`config.mk`:
```
export PLATFORM = sky130hd
export DESIGN_NAME = tsc_change_top
export DESIGN_NICKNAME = d
export VERILOG_FILES = /design/src/tsc_pkg.sv /design/src/tsc_cfg_mem.sv /design/src/tsc_change_top.sv
export SDC_FILE = /design/constraint.sdc
export NUM_CORES = 1
export LEC_CHECK = 0
export BUFFER_PORTS_ARGS = -buffer_cell sky130_fd_sc_hd__buf_2
export CORE_ASPECT_RATIO = 0.7
export CORE_MARGIN = 4
export CORE_UTILIZATION = 30
export DETAILED_ROUTE_END_ITERATION = 6
export HOLD_SLACK_MARGIN = 0.1
export PLACE_DENSITY = 0.51
export REMOVE_ABC_BUFFERS = 1
export SYNTH_ARGS = -nofsm -noshare
export SYNTH_HDL_FRONTEND = slang
export SYNTH_SLANG_ARGS = --single-unit
```
`constraint.sdc`:
```
create_clock -name clk -period 14.7 [get_ports clk]
set_input_delay 0.735 -clock clk [delete_from_list [all_inputs] [get_ports clk]]
set_output_delay 0.735 -clock clk [all_outputs]
set_load 0.02 [all_outputs]
```
`src/tsc_pkg.sv`:
```
// Purpose: Shared constants, types and helpers for the touch status change handshake.
// Assumes: Status inputs come from logic on the same clock as the block.
// Notes:   Setup bytes are stored one byte per location from ADDR_CFG upward.
//
// What this block does
// RQ1 - Any change of sensed status drives the change line low.
// RQ2 - Only status bytes at map locations 2 and 3 are watched.
// RQ3 - Host answers a low change line by reading bytes 2 and 3.
// RQ4 - Change line is released once every changed status byte was read.
// RQ5 - A change during a read still keeps the change line low.
// RQ6 - Change line is open drain, only ever pulled low.
// RQ7 - Mode strap tied low selects host-linked operation over the serial link.
// RQ8 - Host-linked mode serves seven keys and host-writable setup values.
// RQ9 - Standalone mode uses fixed setup, four keys, one pin per key.
// RQ10 - Host writes the pointer, then reads, with standard two-wire framing.
`default_nettype none
package tsc_pkg;

    // ************************************************************
    // Address map and timing
    // ************************************************************
    localparam logic [7:0] ADDR_ID    = 8'h00;
    localparam logic [7:0] ADDR_DET   = 8'h02;
    localparam logic [7:0] ADDR_KEYS  = 8'h03;
    localparam logic [7:0] ADDR_CFG   = 8'h10;
    localparam int         CFG_DEPTH  = 16;
    localparam int         CFG_AW     = 4;
    localparam int         NUM_KEYS   = 7;
    localparam int         SA_KEYS    = 4;
    localparam logic [3:0] BIT_COUNT  = 4'h8;

    // ************************************************************
    // Setup byte positions and reset values
    // ************************************************************
    localparam int CFG_THR_IDX   = 0;
    localparam int CFG_NKS_IDX   = 7;
    localparam int CFG_DI_IDX    = 8;
    localparam int CFG_LP_IDX    = 9;
    localparam int CFG_GUARD_IDX = 10;
    localparam int CFG_MAXON_IDX = 11;
    localparam logic [CFG_DEPTH*8-1:0] CFG_INIT = 128'h00000000_80_00_02_04_00_20202020202020;

    // ************************************************************
    // Types
    // ************************************************************
    typedef struct packed {
        logic [NUM_KEYS-1:0][7:0] threshold;
        logic [NUM_KEYS-1:0]      neighbour_key_suppression;
        logic [7:0]               detect_integrator;
        logic [7:0]               low_power_setting;
        logic [2:0]               guard_key;
        logic [7:0]               max_on_duration;
    } tsc_cfg_t;

    typedef enum logic [3:0] {
        ST_IDLE, ST_ADDR, ST_ADDR_ACK, ST_PTR, ST_PTR_ACK,
        ST_WDATA, ST_WACK, ST_RDATA, ST_RACK
    } tsc_state_t;

    // ************************************************************
    // Helpers
    // ************************************************************
    function automatic logic in_cfg(input logic [7:0] a);
        in_cfg = (a >= ADDR_CFG) && (a < ADDR_CFG + 8'(CFG_DEPTH));
    endfunction

    function automatic tsc_cfg_t cfg_unpack(input logic [CFG_DEPTH*8-1:0] f);
        tsc_cfg_t c;
        for (int k = 0; k < NUM_KEYS; k++) begin
            c.threshold[k] = f[8*(CFG_THR_IDX+k) +: 8];
        end
        c.neighbour_key_suppression = f[8*CFG_NKS_IDX +: NUM_KEYS];
        c.detect_integrator         = f[8*CFG_DI_IDX +: 8];
        c.low_power_setting         = f[8*CFG_LP_IDX +: 8];
        c.guard_key                 = f[8*CFG_GUARD_IDX +: 3];
        c.max_on_duration           = f[8*CFG_MAXON_IDX +: 8];
        cfg_unpack = c;
    endfunction

endpackage
`default_nettype wire

```
`src/tsc_cfg_mem.sv`:
```
// Purpose: Storage of the setup bytes with a registered read port.
// Assumes: One write port and one read port on the block clock.
// Notes:   All bytes are also presented flat so that setup fields can steer logic.
`timescale 1ns/10ps
`default_nettype none
module tsc_cfg_mem
    import tsc_pkg::*;
#(
    parameter int                     DEPTH = CFG_DEPTH,
    parameter int                     AW    = CFG_AW,
    parameter logic [DEPTH*8-1:0]     INIT  = CFG_INIT
) (
    input  wire logic                 clk,
    input  wire logic                 rst_n,
    input  wire logic                 we,
    input  wire logic [AW-1:0]        waddr,
    input  wire logic [7:0]           wdata,
    input  wire logic [AW-1:0]        raddr,
    output var  logic [7:0]           rdata,
    output var  logic [DEPTH*8-1:0]   all_o
);

    logic [DEPTH-1:0][7:0] mem_r;

    always_ff @(posedge clk or negedge rst_n) begin
        if (!rst_n) begin
            mem_r <= INIT;
        end else if (we) begin
            mem_r[waddr] <= wdata;
        end
    end

    always_ff @(posedge clk or negedge rst_n) begin
        if (!rst_n) begin
            rdata <= 8'h00;
        end else begin
            rdata <= mem_r[raddr];
        end
    end

    assign all_o = mem_r;

endmodule
`default_nettype wire

```
`src/tsc_change_top.sv`:
```
// Purpose: Serial slave with status change notification for a touch key sensor.
// Assumes: The link clock is slow against clk and is sampled, not used as a clock.
// Notes:   The pins are open drain; the enables pull the wires low.
`timescale 1ns/10ps
`default_nettype none
module tsc_change_top
    import tsc_pkg::*;
#(
    parameter logic [6:0] DEV_ADDR  = 7'h2a,
    // The identity value is arbitrary.
    parameter logic [7:0] DEVICE_ID = 8'h5c
) (
    input  wire logic                 clk,
    input  wire logic                 rst_n,
    input  wire logic                 scl_i,
    input  wire logic                 sda_i,
    output var  logic                 sda_o,
    output var  logic                 sda_oe,
    output var  logic                 change_o,
    output var  logic                 change_oe,
    input  wire logic                 mode_sel_i,
    input  wire logic [7:0]           det_status_i,
    input  wire logic [NUM_KEYS-1:0]  touch_keys,
    output var  logic [SA_KEYS-1:0]   key_report,
    output var  logic                 host_linked,
    output var  tsc_cfg_t             cfg_o
);

    // ************************************************************
    // Reset and input synchronisers
    // ************************************************************
    logic       rst_s1_r, rst_n_r;
    logic [2:0] scl_r, sda_r;
    logic       mode_s1_r, mode_s2_r, cap_done_r, host_linked_r;

    // The strap stages run on the raw reset, so they are full before the capture edge.
    always_ff @(posedge clk or negedge rst_n) begin
        if (!rst_n) begin
            rst_s1_r  <= 1'b0;
            rst_n_r   <= 1'b0;
            mode_s1_r <= 1'b0;
            mode_s2_r <= 1'b0;
        end else begin
            rst_s1_r  <= 1'b1;
            rst_n_r   <= rst_s1_r;
            mode_s1_r <= mode_sel_i;
            mode_s2_r <= mode_s1_r;
        end
    end

    always_ff @(posedge clk or negedge rst_n_r) begin
        if (!rst_n_r) begin
            scl_r <= 3'h7;
            sda_r <= 3'h7;
        end else begin
            scl_r <= {scl_r[1:0], scl_i};
            sda_r <= {sda_r[1:0], sda_i};
        end
    end

    // RQ7 strap capture once.
    always_ff @(posedge clk or negedge rst_n_r) begin
        if (!rst_n_r) begin
            cap_done_r    <= 1'b0;
            host_linked_r <= 1'b0;
        end else if (!cap_done_r) begin
            cap_done_r    <= 1'b1;
            host_linked_r <= ~mode_s2_r;
        end
    end

    logic scl_rise_w, scl_fall_w, start_w, stop_w;
    assign scl_rise_w = scl_r[1] & ~scl_r[2];
    assign scl_fall_w = ~scl_r[1] & scl_r[2];
    assign start_w    = scl_r[1] & scl_r[2] & sda_r[2] & ~sda_r[1];
    assign stop_w     = scl_r[1] & scl_r[2] & ~sda_r[2] & sda_r[1];

    // ************************************************************
    // Status bytes and change tracking
    // ************************************************************
    logic [1:0][7:0] stat_w, prev_r;
    logic [1:0]      chg_w, pend_r;
    logic [6:0]      keys_w;
    logic [7:0]      ptr_r, rd_byte_w, mem_rdata_w;
    logic            rd_load_w, wr_en_w;

    // RQ9 standalone four keys.
    assign keys_w    = host_linked_r ? touch_keys : {3'h0, touch_keys[SA_KEYS-1:0]};
    // RQ2 watched bytes two and three.
    assign stat_w[0] = det_status_i;
    assign stat_w[1] = {1'b0, keys_w};

    always_ff @(posedge clk or negedge rst_n_r) begin
        if (!rst_n_r) begin
            prev_r <= 16'h0000;
        end else begin
            prev_r <= stat_w;
        end
    end

    always_comb begin
        for (int i = 0; i < 2; i++) begin
            chg_w[i] = stat_w[i] != prev_r[i];
        end
    end

    // A byte is done when it was loaded for sending; a change in the same cycle wins.
    always_ff @(posedge clk or negedge rst_n_r) begin
        if (!rst_n_r) begin
            pend_r <= 2'h0;
        end else begin
            for (int i = 0; i < 2; i++) begin
                // RQ1 RQ4 RQ5 pending per byte.
                pend_r[i] <= chg_w[i] |
                             (pend_r[i] & ~(rd_load_w && ptr_r == ADDR_DET + 8'(i)));
            end
        end
    end

    // RQ6 open drain pins.
    assign change_o  = 1'b0;
    assign change_oe = |pend_r;
    assign sda_o     = 1'b0;

    // ************************************************************
    // Read data select
    // ************************************************************
    always_comb begin
        if (ptr_r == ADDR_ID) begin
            rd_byte_w = DEVICE_ID;
        end else if (ptr_r == ADDR_DET) begin
            rd_byte_w = stat_w[0];
        end else if (ptr_r == ADDR_KEYS) begin
            rd_byte_w = stat_w[1];
        end else if (in_cfg(ptr_r)) begin
            rd_byte_w = mem_rdata_w;
        end else begin
            rd_byte_w = 8'h00;
        end
    end

    // ************************************************************
    // Serial slave
    // ************************************************************
    tsc_state_t  state_r;
    logic [3:0]  cnt_r;
    logic [7:0]  sh_r, tx_r;
    logic        rw_r, mack_r, sda_oe_r;

    assign sda_oe    = sda_oe_r;
    assign rd_load_w = scl_fall_w && ((state_r == ST_ADDR_ACK && rw_r) ||
                                      (state_r == ST_RACK && !mack_r));
    // RQ7 RQ8 writes only when host-linked.
    assign wr_en_w   = scl_fall_w && state_r == ST_WDATA && cnt_r == BIT_COUNT &&
                       host_linked_r && in_cfg(ptr_r);

    always_ff @(posedge clk or negedge rst_n_r) begin
        if (!rst_n_r) begin
            state_r  <= ST_IDLE;
            cnt_r    <= 4'h0;
            sh_r     <= 8'h00;
            tx_r     <= 8'h00;
            ptr_r    <= 8'h00;
            rw_r     <= 1'b0;
            mack_r   <= 1'b1;
            sda_oe_r <= 1'b0;
        end else if (stop_w) begin
            state_r  <= ST_IDLE;
            sda_oe_r <= 1'b0;
        end else if (start_w) begin
            state_r  <= ST_ADDR;
            cnt_r    <= 4'h0;
            sda_oe_r <= 1'b0;
        end else if (scl_rise_w) begin
            sh_r <= {sh_r[6:0], sda_r[1]};
            if (state_r == ST_RACK) begin
                mack_r <= sda_r[1];
            end else if (state_r != ST_IDLE && cnt_r != BIT_COUNT) begin
                cnt_r <= cnt_r + 4'h1;
            end
        end else if (scl_fall_w) begin
            case (state_r)
                ST_ADDR: begin
                    if (cnt_r == BIT_COUNT) begin
                        cnt_r <= 4'h0;
                        if (sh_r[7:1] == DEV_ADDR) begin
                            rw_r     <= sh_r[0];
                            sda_oe_r <= 1'b1;
                            state_r  <= ST_ADDR_ACK;
                        end else begin
                            state_r <= ST_IDLE;
                        end
                    end
                end
                ST_PTR: begin
                    if (cnt_r == BIT_COUNT) begin
                        ptr_r    <= sh_r;
                        sda_oe_r <= 1'b1;
                        state_r  <= ST_PTR_ACK;
                    end
                end
                ST_WDATA: begin
                    if (cnt_r == BIT_COUNT) begin
                        ptr_r    <= ptr_r + 8'h01;
                        sda_oe_r <= 1'b1;
                        state_r  <= ST_WACK;
                    end
                end
                ST_ADDR_ACK, ST_RACK: begin
                    cnt_r <= 4'h0;
                    if (rd_load_w) begin
                        tx_r     <= rd_byte_w;
                        ptr_r    <= ptr_r + 8'h01;
                        sda_oe_r <= ~rd_byte_w[7];
                        state_r  <= ST_RDATA;
                    end else begin
                        sda_oe_r <= 1'b0;
                        state_r  <= (state_r == ST_ADDR_ACK) ? ST_PTR : ST_IDLE;
                    end
                end
                ST_PTR_ACK, ST_WACK: begin
                    cnt_r    <= 4'h0;
                    sda_oe_r <= 1'b0;
                    state_r  <= ST_WDATA;
                end
                ST_RDATA: begin
                    if (cnt_r == BIT_COUNT) begin
                        sda_oe_r <= 1'b0;
                        mack_r   <= 1'b1;
                        state_r  <= ST_RACK;
                    end else begin
                        sda_oe_r <= ~tx_r[6];
                        tx_r     <= {tx_r[6:0], 1'b0};
                    end
                end
                default: begin
                    state_r <= ST_IDLE;
                end
            endcase
        end
    end

    // ************************************************************
    // Setup storage and outputs
    // ************************************************************
    logic [CFG_DEPTH*8-1:0] cfg_all_w;

    tsc_cfg_mem #(
        .DEPTH (CFG_DEPTH),
        .AW    (CFG_AW),
        .INIT  (CFG_INIT)
    ) u_mem (
        .clk   (clk),
        .rst_n (rst_n_r),
        .we    (wr_en_w),
        .waddr (CFG_AW'(ptr_r - ADDR_CFG)),
        .wdata (sh_r),
        .raddr (CFG_AW'(ptr_r - ADDR_CFG)),
        .rdata (mem_rdata_w),
        .all_o (cfg_all_w)
    );

    always_ff @(posedge clk or negedge rst_n_r) begin
        if (!rst_n_r) begin
            cfg_o      <= cfg_unpack(CFG_INIT);
            key_report <= 4'h0;
        end else begin
            // RQ8 RQ9 setup source by mode.
            cfg_o      <= host_linked_r ? cfg_unpack(cfg_all_w) : cfg_unpack(CFG_INIT);
            key_report <= host_linked_r ? 4'h0 : touch_keys[SA_KEYS-1:0];
        end
    end

    assign host_linked = host_linked_r;
endmodule
`default_nettype wire

```
# ---- After elaboration in Yosys (flattened, before gate mapping)
# Cells that the tools add are included.
dict set report op_classes {
  mul 0
  n_mux 52
  shifts 0
  n_addsub 3
  bitwise 23
  div_mod_pow 0
  n_reduce_logical 38
  eq_ne 30
  order_cmp 4
}
# operator n
set ops {}
lappend ops {{128-bit bitwise mux} 1}
lappend ops {{90-bit two-way mux} 1}
lappend ops {{8-bit two-way mux} 9}
lappend ops {{4-bit two-way mux} 15}
lappend ops {{8-bit binary-select mux with 4-bit select} 1}
lappend ops {{8-bit demux with 4-bit select} 1}
lappend ops {{4-bit != test (second input constant)} 6}
lappend ops {{4-bit case mux with 6 select lines} 1}
lappend ops {{8-bit case mux with 3 select lines} 1}
lappend ops {{6-bit AND reduction} 4}
lappend ops {{7-bit two-way mux} 3}
lappend ops {{4-bit by 3-bit equality test with 1-bit output (second input constant)} 4}
lappend ops {{8-bit by 2-bit equality test with 1-bit output (second input constant)} 2}
lappend ops {{7-bit case mux with 2 select lines} 1}
lappend ops {{7-bit AND reduction} 2}
lappend ops {{1-bit two-way mux} 13}
lappend ops {{1-bit logical AND} 12}
lappend ops {{1-bit NOT} 12}
lappend ops {{1-bit AND} 9}
lappend ops {{3-bit nonzero test} 3}
lappend ops {{8-bit by 1-bit adder with 8-bit output (second input constant)} 1}
lappend ops {{4-bit by 2-bit equality test with 1-bit output (second input constant)} 2}
lappend ops {{4-bit equality test (second input constant)} 2}
lappend ops {{8-bit by 5-bit greater-or-equal comparator with 1-bit output (second input constant)} 1}
lappend ops {{30 further kinds} 43}
dict set report totals {
  mem_bits_rw 0
  mem_count 0
  romBits 0
  latchBits 0
  output_inout_bits 99
  regBits 293
}

# ---- Logic depth before layout (Yosys ltp)
dict set report depth {
  word_depth 13
  ltp_mapped 10
}

# ---- Hierarchy
# A second synthesis with hierarchy kept.
dict set report hier_totals {
  cells_unflattened 928
  hier_area_um2 12746.0
}
# module area_each_um2 seq_area_each_um2 cells_per_inst n_inst
set by_module_without_submodules {}
lappend by_module_without_submodules {tsc_change_top 6590.1 3950.0 555 1}
lappend by_module_without_submodules {tsc_cfg_mem 6155.9 3415.8 373 1}

# ---- Worst setup path before layout
# Ideal clock, no wire load.
dict set report synth_timing {
  kind {register to register}
  startpoint {reg scl_r[2]}
  endpoint {reg tx_r[2]}
  path_slack_ns 12.469
  period_less_slack_ns 2.231
  arrival_ns 2.113
  path_buffers 2
  required_ns 14.582
  path_stages_with_launch 10
  path_cell_list {dfstp_2 inv_1 ha_1 clkbuf_1 nor2b_1 inv_1 a211oi_1 o21ai_1 clkbuf_1 a21o_1}
}
dict set report synth_via {
  elab_chain_len 5
  word_cells_on_any_way 14
  classes_between {eq/ne: 1; bitwise: 11; reduce/logical: 2}
}
# item line_no
set synth_lines {}
lappend synth_lines {{start, declared} tsc_change_top.sv:33} ;# logic [2:0] scl_r, sda_r;
lappend synth_lines {{start signal, assigned} tsc_change_top.sv:56} ;# scl_r <= {scl_r[1:0], scl_i};
lappend synth_lines {{1-bit AND} {tsc_change_top.sv:75, tsc_change_top.sv:76}}
lappend synth_lines {{1-bit AND, on equally long branches (2 in a row)} {tsc_change_top.sv:76, tsc_change_top.sv:75}}
lappend synth_lines {{1-bit NOT (no line)} -}
lappend synth_lines {{7-bit AND reduction (no line) *} -}
lappend synth_lines {{end signal, assigned} tsc_change_top.sv:212} ;# tx_r <= rd_byte_w;
lappend synth_lines {{end signal, assigned} tsc_change_top.sv:233} ;# tx_r <= {tx_r[6:0], 1'b0};
lappend synth_lines {{end, declared} tsc_change_top.sv:147} ;# logic [7:0] sh_r, tx_r;
# Mark *: on every way between the ends. The rest lies on a longest branch, timed or not.
# A chain may end at the register's enable or synchronous reset.

# ---- Final worst setup path
dict set report layout_timing {
  startpoint {reg ptr_r[1]}
  endpoint {reg u_mem.mem_r, in the netlist u_mem.all_o[90]}
}
dict set report layout_via {
  elab_chain_len 6
  word_cells_on_any_way 11
  classes_between {add/sub: 1; order compare: 4; mux: 3; reduce/logical: 3}
}
# item line_no
set layout_lines {}
lappend layout_lines {{start, declared} tsc_change_top.sv:84} ;# logic [7:0] ptr_r, rd_byte_w, mem_rdata_w;
lappend layout_lines {{start signal, assigned} tsc_change_top.sv:197} ;# ptr_r <= sh_r;
lappend layout_lines {{start signal, assigned} tsc_change_top.sv:204} ;# ptr_r <= ptr_r + 8'h01;
lappend layout_lines {{start signal, assigned} tsc_change_top.sv:213} ;# ptr_r <= ptr_r + 8'h01;
lappend layout_lines {{4-bit by 1-bit subtractor with 4-bit output} tsc_change_top.sv:256} ;# .waddr (CFG_AW'(ptr_r - ADDR_CFG)),
lappend layout_lines {{4-bit by 5-bit less-than comparator with 1-bit output (implied by the code) / 4-bit by 1-bit greater-or-equal comparator with 1-bit output (equally long branches)} tsc_cfg_mem.sv:29} ;# mem_r[waddr] <= wdata;
lappend layout_lines {{1-bit logical AND (implied by the code)} tsc_cfg_mem.sv:29}
lappend layout_lines {{8-bit two-way mux (implied by the code)} tsc_cfg_mem.sv:29}
lappend layout_lines {{8-bit demux with 4-bit select} -}
lappend layout_lines {{128-bit bitwise mux} tsc_cfg_mem.sv:29}
lappend layout_lines {{end signal, assigned by index} tsc_cfg_mem.sv:29}
lappend layout_lines {{end, declared} tsc_cfg_mem.sv:23} ;# logic [DEPTH-1:0][7:0] mem_r;
# Parallel ways exist; a longest one is shown, timed or not.

==> summary.md <==
| Metric | Value |
|---|---|
| First-pass GRT wire length | `49000 µm` |
| Vias per cell | `4.57` |
| PwrDens | `130 nW/µm²` |
| Placed cell areas | `14100 µm²` |
| Global route total overflow | `0` |
| Number of storage elements in the synthesis netlist | `293` |
| Number of global-route vias before repair | `7731` |
| Worst-Margin Slew | `1.07 ns` |
| Number of antenna repair diodes | `0` |
| Top fanout value on the critical path | `23` |
| Buffers from clock root to sink, at most | `3` |
| Floorplan Core Area | `42600 µm²` |
| Clock Latency Late Sink | `0.58 ns` |
| Critical path's slowest cell | `sky130_fd_sc_hd__dfrtp_1` |
| Relative max-transition margin | `28.4%` |
| Static Leak | `7.35 nW` |
| Max stage delay on crit path | `0.87 ns` |
| Clock-pin slew on the worst setup and hold paths | `0.06 ns` |
| Antenna-violating nets left | `0` |
| Master cell of the clock root buffer | `sky130_fd_sc_hd__clkbuf_16` |
| Hold Path Cell Cnt | `1` |
| Chip width | `257 µm` |
| Hold Crit Class | `in -> reg` |
| Maximum resistive drop on vdd | `0.000100 V` |
| Sequential-to-total area share from yosys stat | `56.5%` |
| Core occupancy in the finished layout | `35.3%` |
| Post-cts repair resize count | `0` |
| Clock Skews | `0.0332 ns` |
| Endpoint of the lowest-slack register-to-register path | `u_mem.all_o[90]` |
| Total GRT Usage | `13.3%` |
| Effective utilization at floorplan | `30.6%` |
| Number of failing setup endpoints in the final timing report | `0` |
| Worst setup slack for register-to-register paths | `11.68 ns` |
| End of the worst hold path | `sda_r[0]` |
| Routed length per placed instance | `19.4 µm` |
| Ports placed on the boundary | `119` |
| Number of instances in the synthesized netlist | `920` |
| Fraction of final layout cells with drive strength greater than 1 | `35.4%` |
| Post-Syn Area per Cell | `14.2 µm²` |
| Summed area of non-filler cells in the final layout | `15100 µm²` |
| DPL Wire Length | `21200 µm` |
| Remaining routing DRC violations | `0` |
| Count of buffers from port buffering | `116` |
| Post-CTS setup buffer count | `0` |
| Relative area change from synthesis to final layout | `15.6%` |
| Min Clock Period, post-route | `3.02 ns` |
| Final max-slew violation count | `0` |
| Worst path bufs/invs | `1` |
| Drt total wl | `31400 µm` |
| Number of core rows | `63` |
| Reg-to-reg critical path startpoint | `ptr_r[1]` |
| Run status | `finished clean` |
| F_max | `0.331 GHz` |
| H-tree Lvls | `1` |
| Iteration-0 DRC count of the detailed router | `486` |
| Cells along the critical path | `buf_4, ha_1, and2_2, nand2_2, mux2_1` |
| Total number of vias | `7414` |
| Unique cell type count in the Yosys netlist | `65` |
| Reg2reg path depth | `5` |
| Arrival time of the worst setup path | `3.46 ns` |
| Drt pass-1 iters | `4` |
| Critical Path Stages | `5` |
| YS warnings | `0` |
| Number of clock sinks | `293` |
| Largest net degree at the start of global routing | `180` |
| Vertical extent of the die | `182 µm` |
| Critical path class | `reg -> reg` |
| Predominant post-synthesis flop cell | `sky130_fd_sc_hd__dfrtp_1` |
| Synth Cell Area | `13000 µm²` |
| Kind of start point of the critical path | `register` |
| Final #Nets | `1042` |
| Worst endpoint required time | `15.14 ns` |
| Max-cap check violation count | `0` |
| Count of flip-flops with a built-in enable after synthesis | `0` |
| Final weighted congestion in routability-driven placement | `0.786` |
| Share of synthesized flip-flops with an asynchronous set or reset | `100%` |
| Antenna violations before repair | `0` |
| Die area | `46900 µm²` |
| Largest delay contributor family on the critical path | `flip-flops` |
| Cts bufs inserted | `30` |
| TritonCTS clock tree | `yes` |
| Number of failing hold endpoints at the final stage | `0` |
| Final-layout setup total negative slack | `0 ns` |
| Worst hold start | `sda_i` |
| Setup repair after global routing missed its margin | `no` |
| Fin crit share | `20.6%` |
| Endpoint kind of the worst setup timing path | `register` |
## kinds of logic (layout without fill, tap and decap cells)
group | count (synthesis) | after routing | synth area share [%]
DFF | 293 | 293 | 56.5
and+or+nand+nor | 229 | 229 | 11.6
muxes | 178 | 178 | 21.6
AOI/OAI and AO/OA | 110 | 110 | 5.26
buffers and inverters | 82 | 196 | 2.92
xor gates and xnor gates | 16 | 16 | 1.08
adders and majority gates | 10 | 10 | 0.960
other | 2 | 4 | 0.0576
## worst max path at each step
stage               startpoint         endpoint  slack, ns
floorplan              rst_n_r       cap_done_r       6.04
CTS                   ptr_r[1]  u_mem.all_o[90]      11.63
global placement      ptr_r[1]  u_mem.all_o[88]      11.68
finish                ptr_r[1]  u_mem.all_o[90]      11.68
detailed placement    ptr_r[1]  u_mem.all_o[88]      11.67
global route          ptr_r[1]  u_mem.all_o[93]      11.48
## cell usage in the layout, fill, tap and decap left out, types with 10 or more instances in the layout
cell type                   Yosys  routed
sky130_fd_sc_hd__a21oi_1       28      28
sky130_fd_sc_hd__and2_1        86      86
sky130_fd_sc_hd__buf_2         13     116
sky130_fd_sc_hd__clkbuf_1      45      11
sky130_fd_sc_hd__clkbuf_16      0      30
sky130_fd_sc_hd__dfrtp_1      266     263
sky130_fd_sc_hd__dfstp_2       27      27
sky130_fd_sc_hd__ha_1          10      10
sky130_fd_sc_hd__inv_1         17      17
sky130_fd_sc_hd__mux2_1        31      31
sky130_fd_sc_hd__mux2_4        96      96
sky130_fd_sc_hd__mux4_2        40      40
sky130_fd_sc_hd__nand2_1       32      32
sky130_fd_sc_hd__nand2_8       12      12
sky130_fd_sc_hd__nand2b_1      13      13
sky130_fd_sc_hd__nand3_1       13      13
sky130_fd_sc_hd__nor2_1        13      13
sky130_fd_sc_hd__nor3_1        15      15
sky130_fd_sc_hd__o21ai_0       28      28
sky130_fd_sc_hd__xor2_1        13      13
## area by class of cell
cell class	count	area (µm²)
clock buffers	49	902
clock inverters	7	50.0
fillers	4123	27600
inverters	17	63.8
multi-input cells	547	5290
flip-flops and latches	293	7370
well taps	585	732
repair buffers	123	648
## where the power goes
| group | switching, mW | internal [mW] |
|---|---|---|
| logic | 0.146 | 0.107 |
| clock network | 0.320 | 0.418 |
| registers | 0.128 | 0.843 |
## registers in the layout, indices dropped and copies added (netlist names), 2 cells and up
name / cells
sh_r: 8
ptr_r: 8
sda_r: 3
tx_r: 7
state_r: 4
cnt_r: 4
u_mem.rdata: 8
cfg_o: 90
key_report: 4
u_mem.all_o: 128
pend_r: 2
prev_r: 15
scl_r: 3
## metal layers
layer | global-route usage, % | routed length [µm] | vias to the layer above
met5 | 0 | 0 | -
met4 | 2.35 | 512 | 0
met3 | 2.62 | 1390 | 37
met2 | 18.6 | 13000 | 149
met1 | 21.3 | 16600 | 3818
li1 | - | - | 3410
## stage by stage
| step | power [mW] | instances | setup slack, ns | hold slack, ns |
|---|---|---|---|---|
| final | 1.96 | 1621 | 11.68 | 0.275 |
| after global routing | 2.06 | 1621 | 11.48 | 0.245 |
| after CTS | 1.99 | 1621 | 11.63 | 0.243 |
| after detailed placement | 1.24 | 1564 | 11.67 | 0.325 |
| after global placement | 1.24 | 1564 | 11.68 | 0.318 |
| after floorplan | 1.13 | 857 | 6.04 | 0.331 |
## Yosys cell counts, types with 3 or more instances
master	number	share of area [%]
sky130_fd_sc_hd__mux2_4	96	11
sky130_fd_sc_hd__or3_1	3	0.14
sky130_fd_sc_hd__nand2_2	3	0.14
sky130_fd_sc_hd__mux2_2	9	0.78
sky130_fd_sc_hd__xnor2_1	3	0.20
sky130_fd_sc_hd__clkbuf_1	45	1.3
sky130_fd_sc_hd__dfrtp_1	266	51
sky130_fd_sc_hd__nand2b_1	13	0.62
sky130_fd_sc_hd__a2bb2oi_1	8	0.54
sky130_fd_sc_hd__a21o_1	6	0.35
sky130_fd_sc_hd__inv_1	17	0.49
sky130_fd_sc_hd__xor2_1	13	0.87
sky130_fd_sc_hd__a21oi_1	28	1.1
sky130_fd_sc_hd__dfstp_2	27	5.4
sky130_fd_sc_hd__nor3b_1	3	0.17
sky130_fd_sc_hd__a31oi_1	4	0.19
sky130_fd_sc_hd__o22ai_1	5	0.24
sky130_fd_sc_hd__buf_12	3	0.46
sky130_fd_sc_hd__o21ai_0	28	1.1
sky130_fd_sc_hd__mux4_2	40	6.9
sky130_fd_sc_hd__nand4_1	4	0.19
sky130_fd_sc_hd__ha_1	10	0.96
sky130_fd_sc_hd__and2_1	86	4.1
sky130_fd_sc_hd__o211ai_1	6	0.35
sky130_fd_sc_hd__nor2b_1	9	0.43
sky130_fd_sc_hd__buf_2	13	0.50
sky130_fd_sc_hd__a211oi_1	5	0.29
sky130_fd_sc_hd__o21ai_1	6	0.23
sky130_fd_sc_hd__nand2_1	32	0.92
sky130_fd_sc_hd__nand2_8	12	1.8
sky130_fd_sc_hd__nand3_1	13	0.50
sky130_fd_sc_hd__nor4_1	4	0.19
sky130_fd_sc_hd__nor2_1	13	0.37
sky130_fd_sc_hd__nor3_1	15	0.58
sky130_fd_sc_hd__and2_4	3	0.20
sky130_fd_sc_hd__mux2_1	31	2.7
## what timing repair did
| item | in CTS | in global routing |
|---|---|---|
| endpoints found under the setup margin | 0 | 0 |
| hold buffers | 1 | 0 |
| endpoints found under the hold margin | 4 | 0 |
Note: power is estimated with default switching activity, not from simulation.
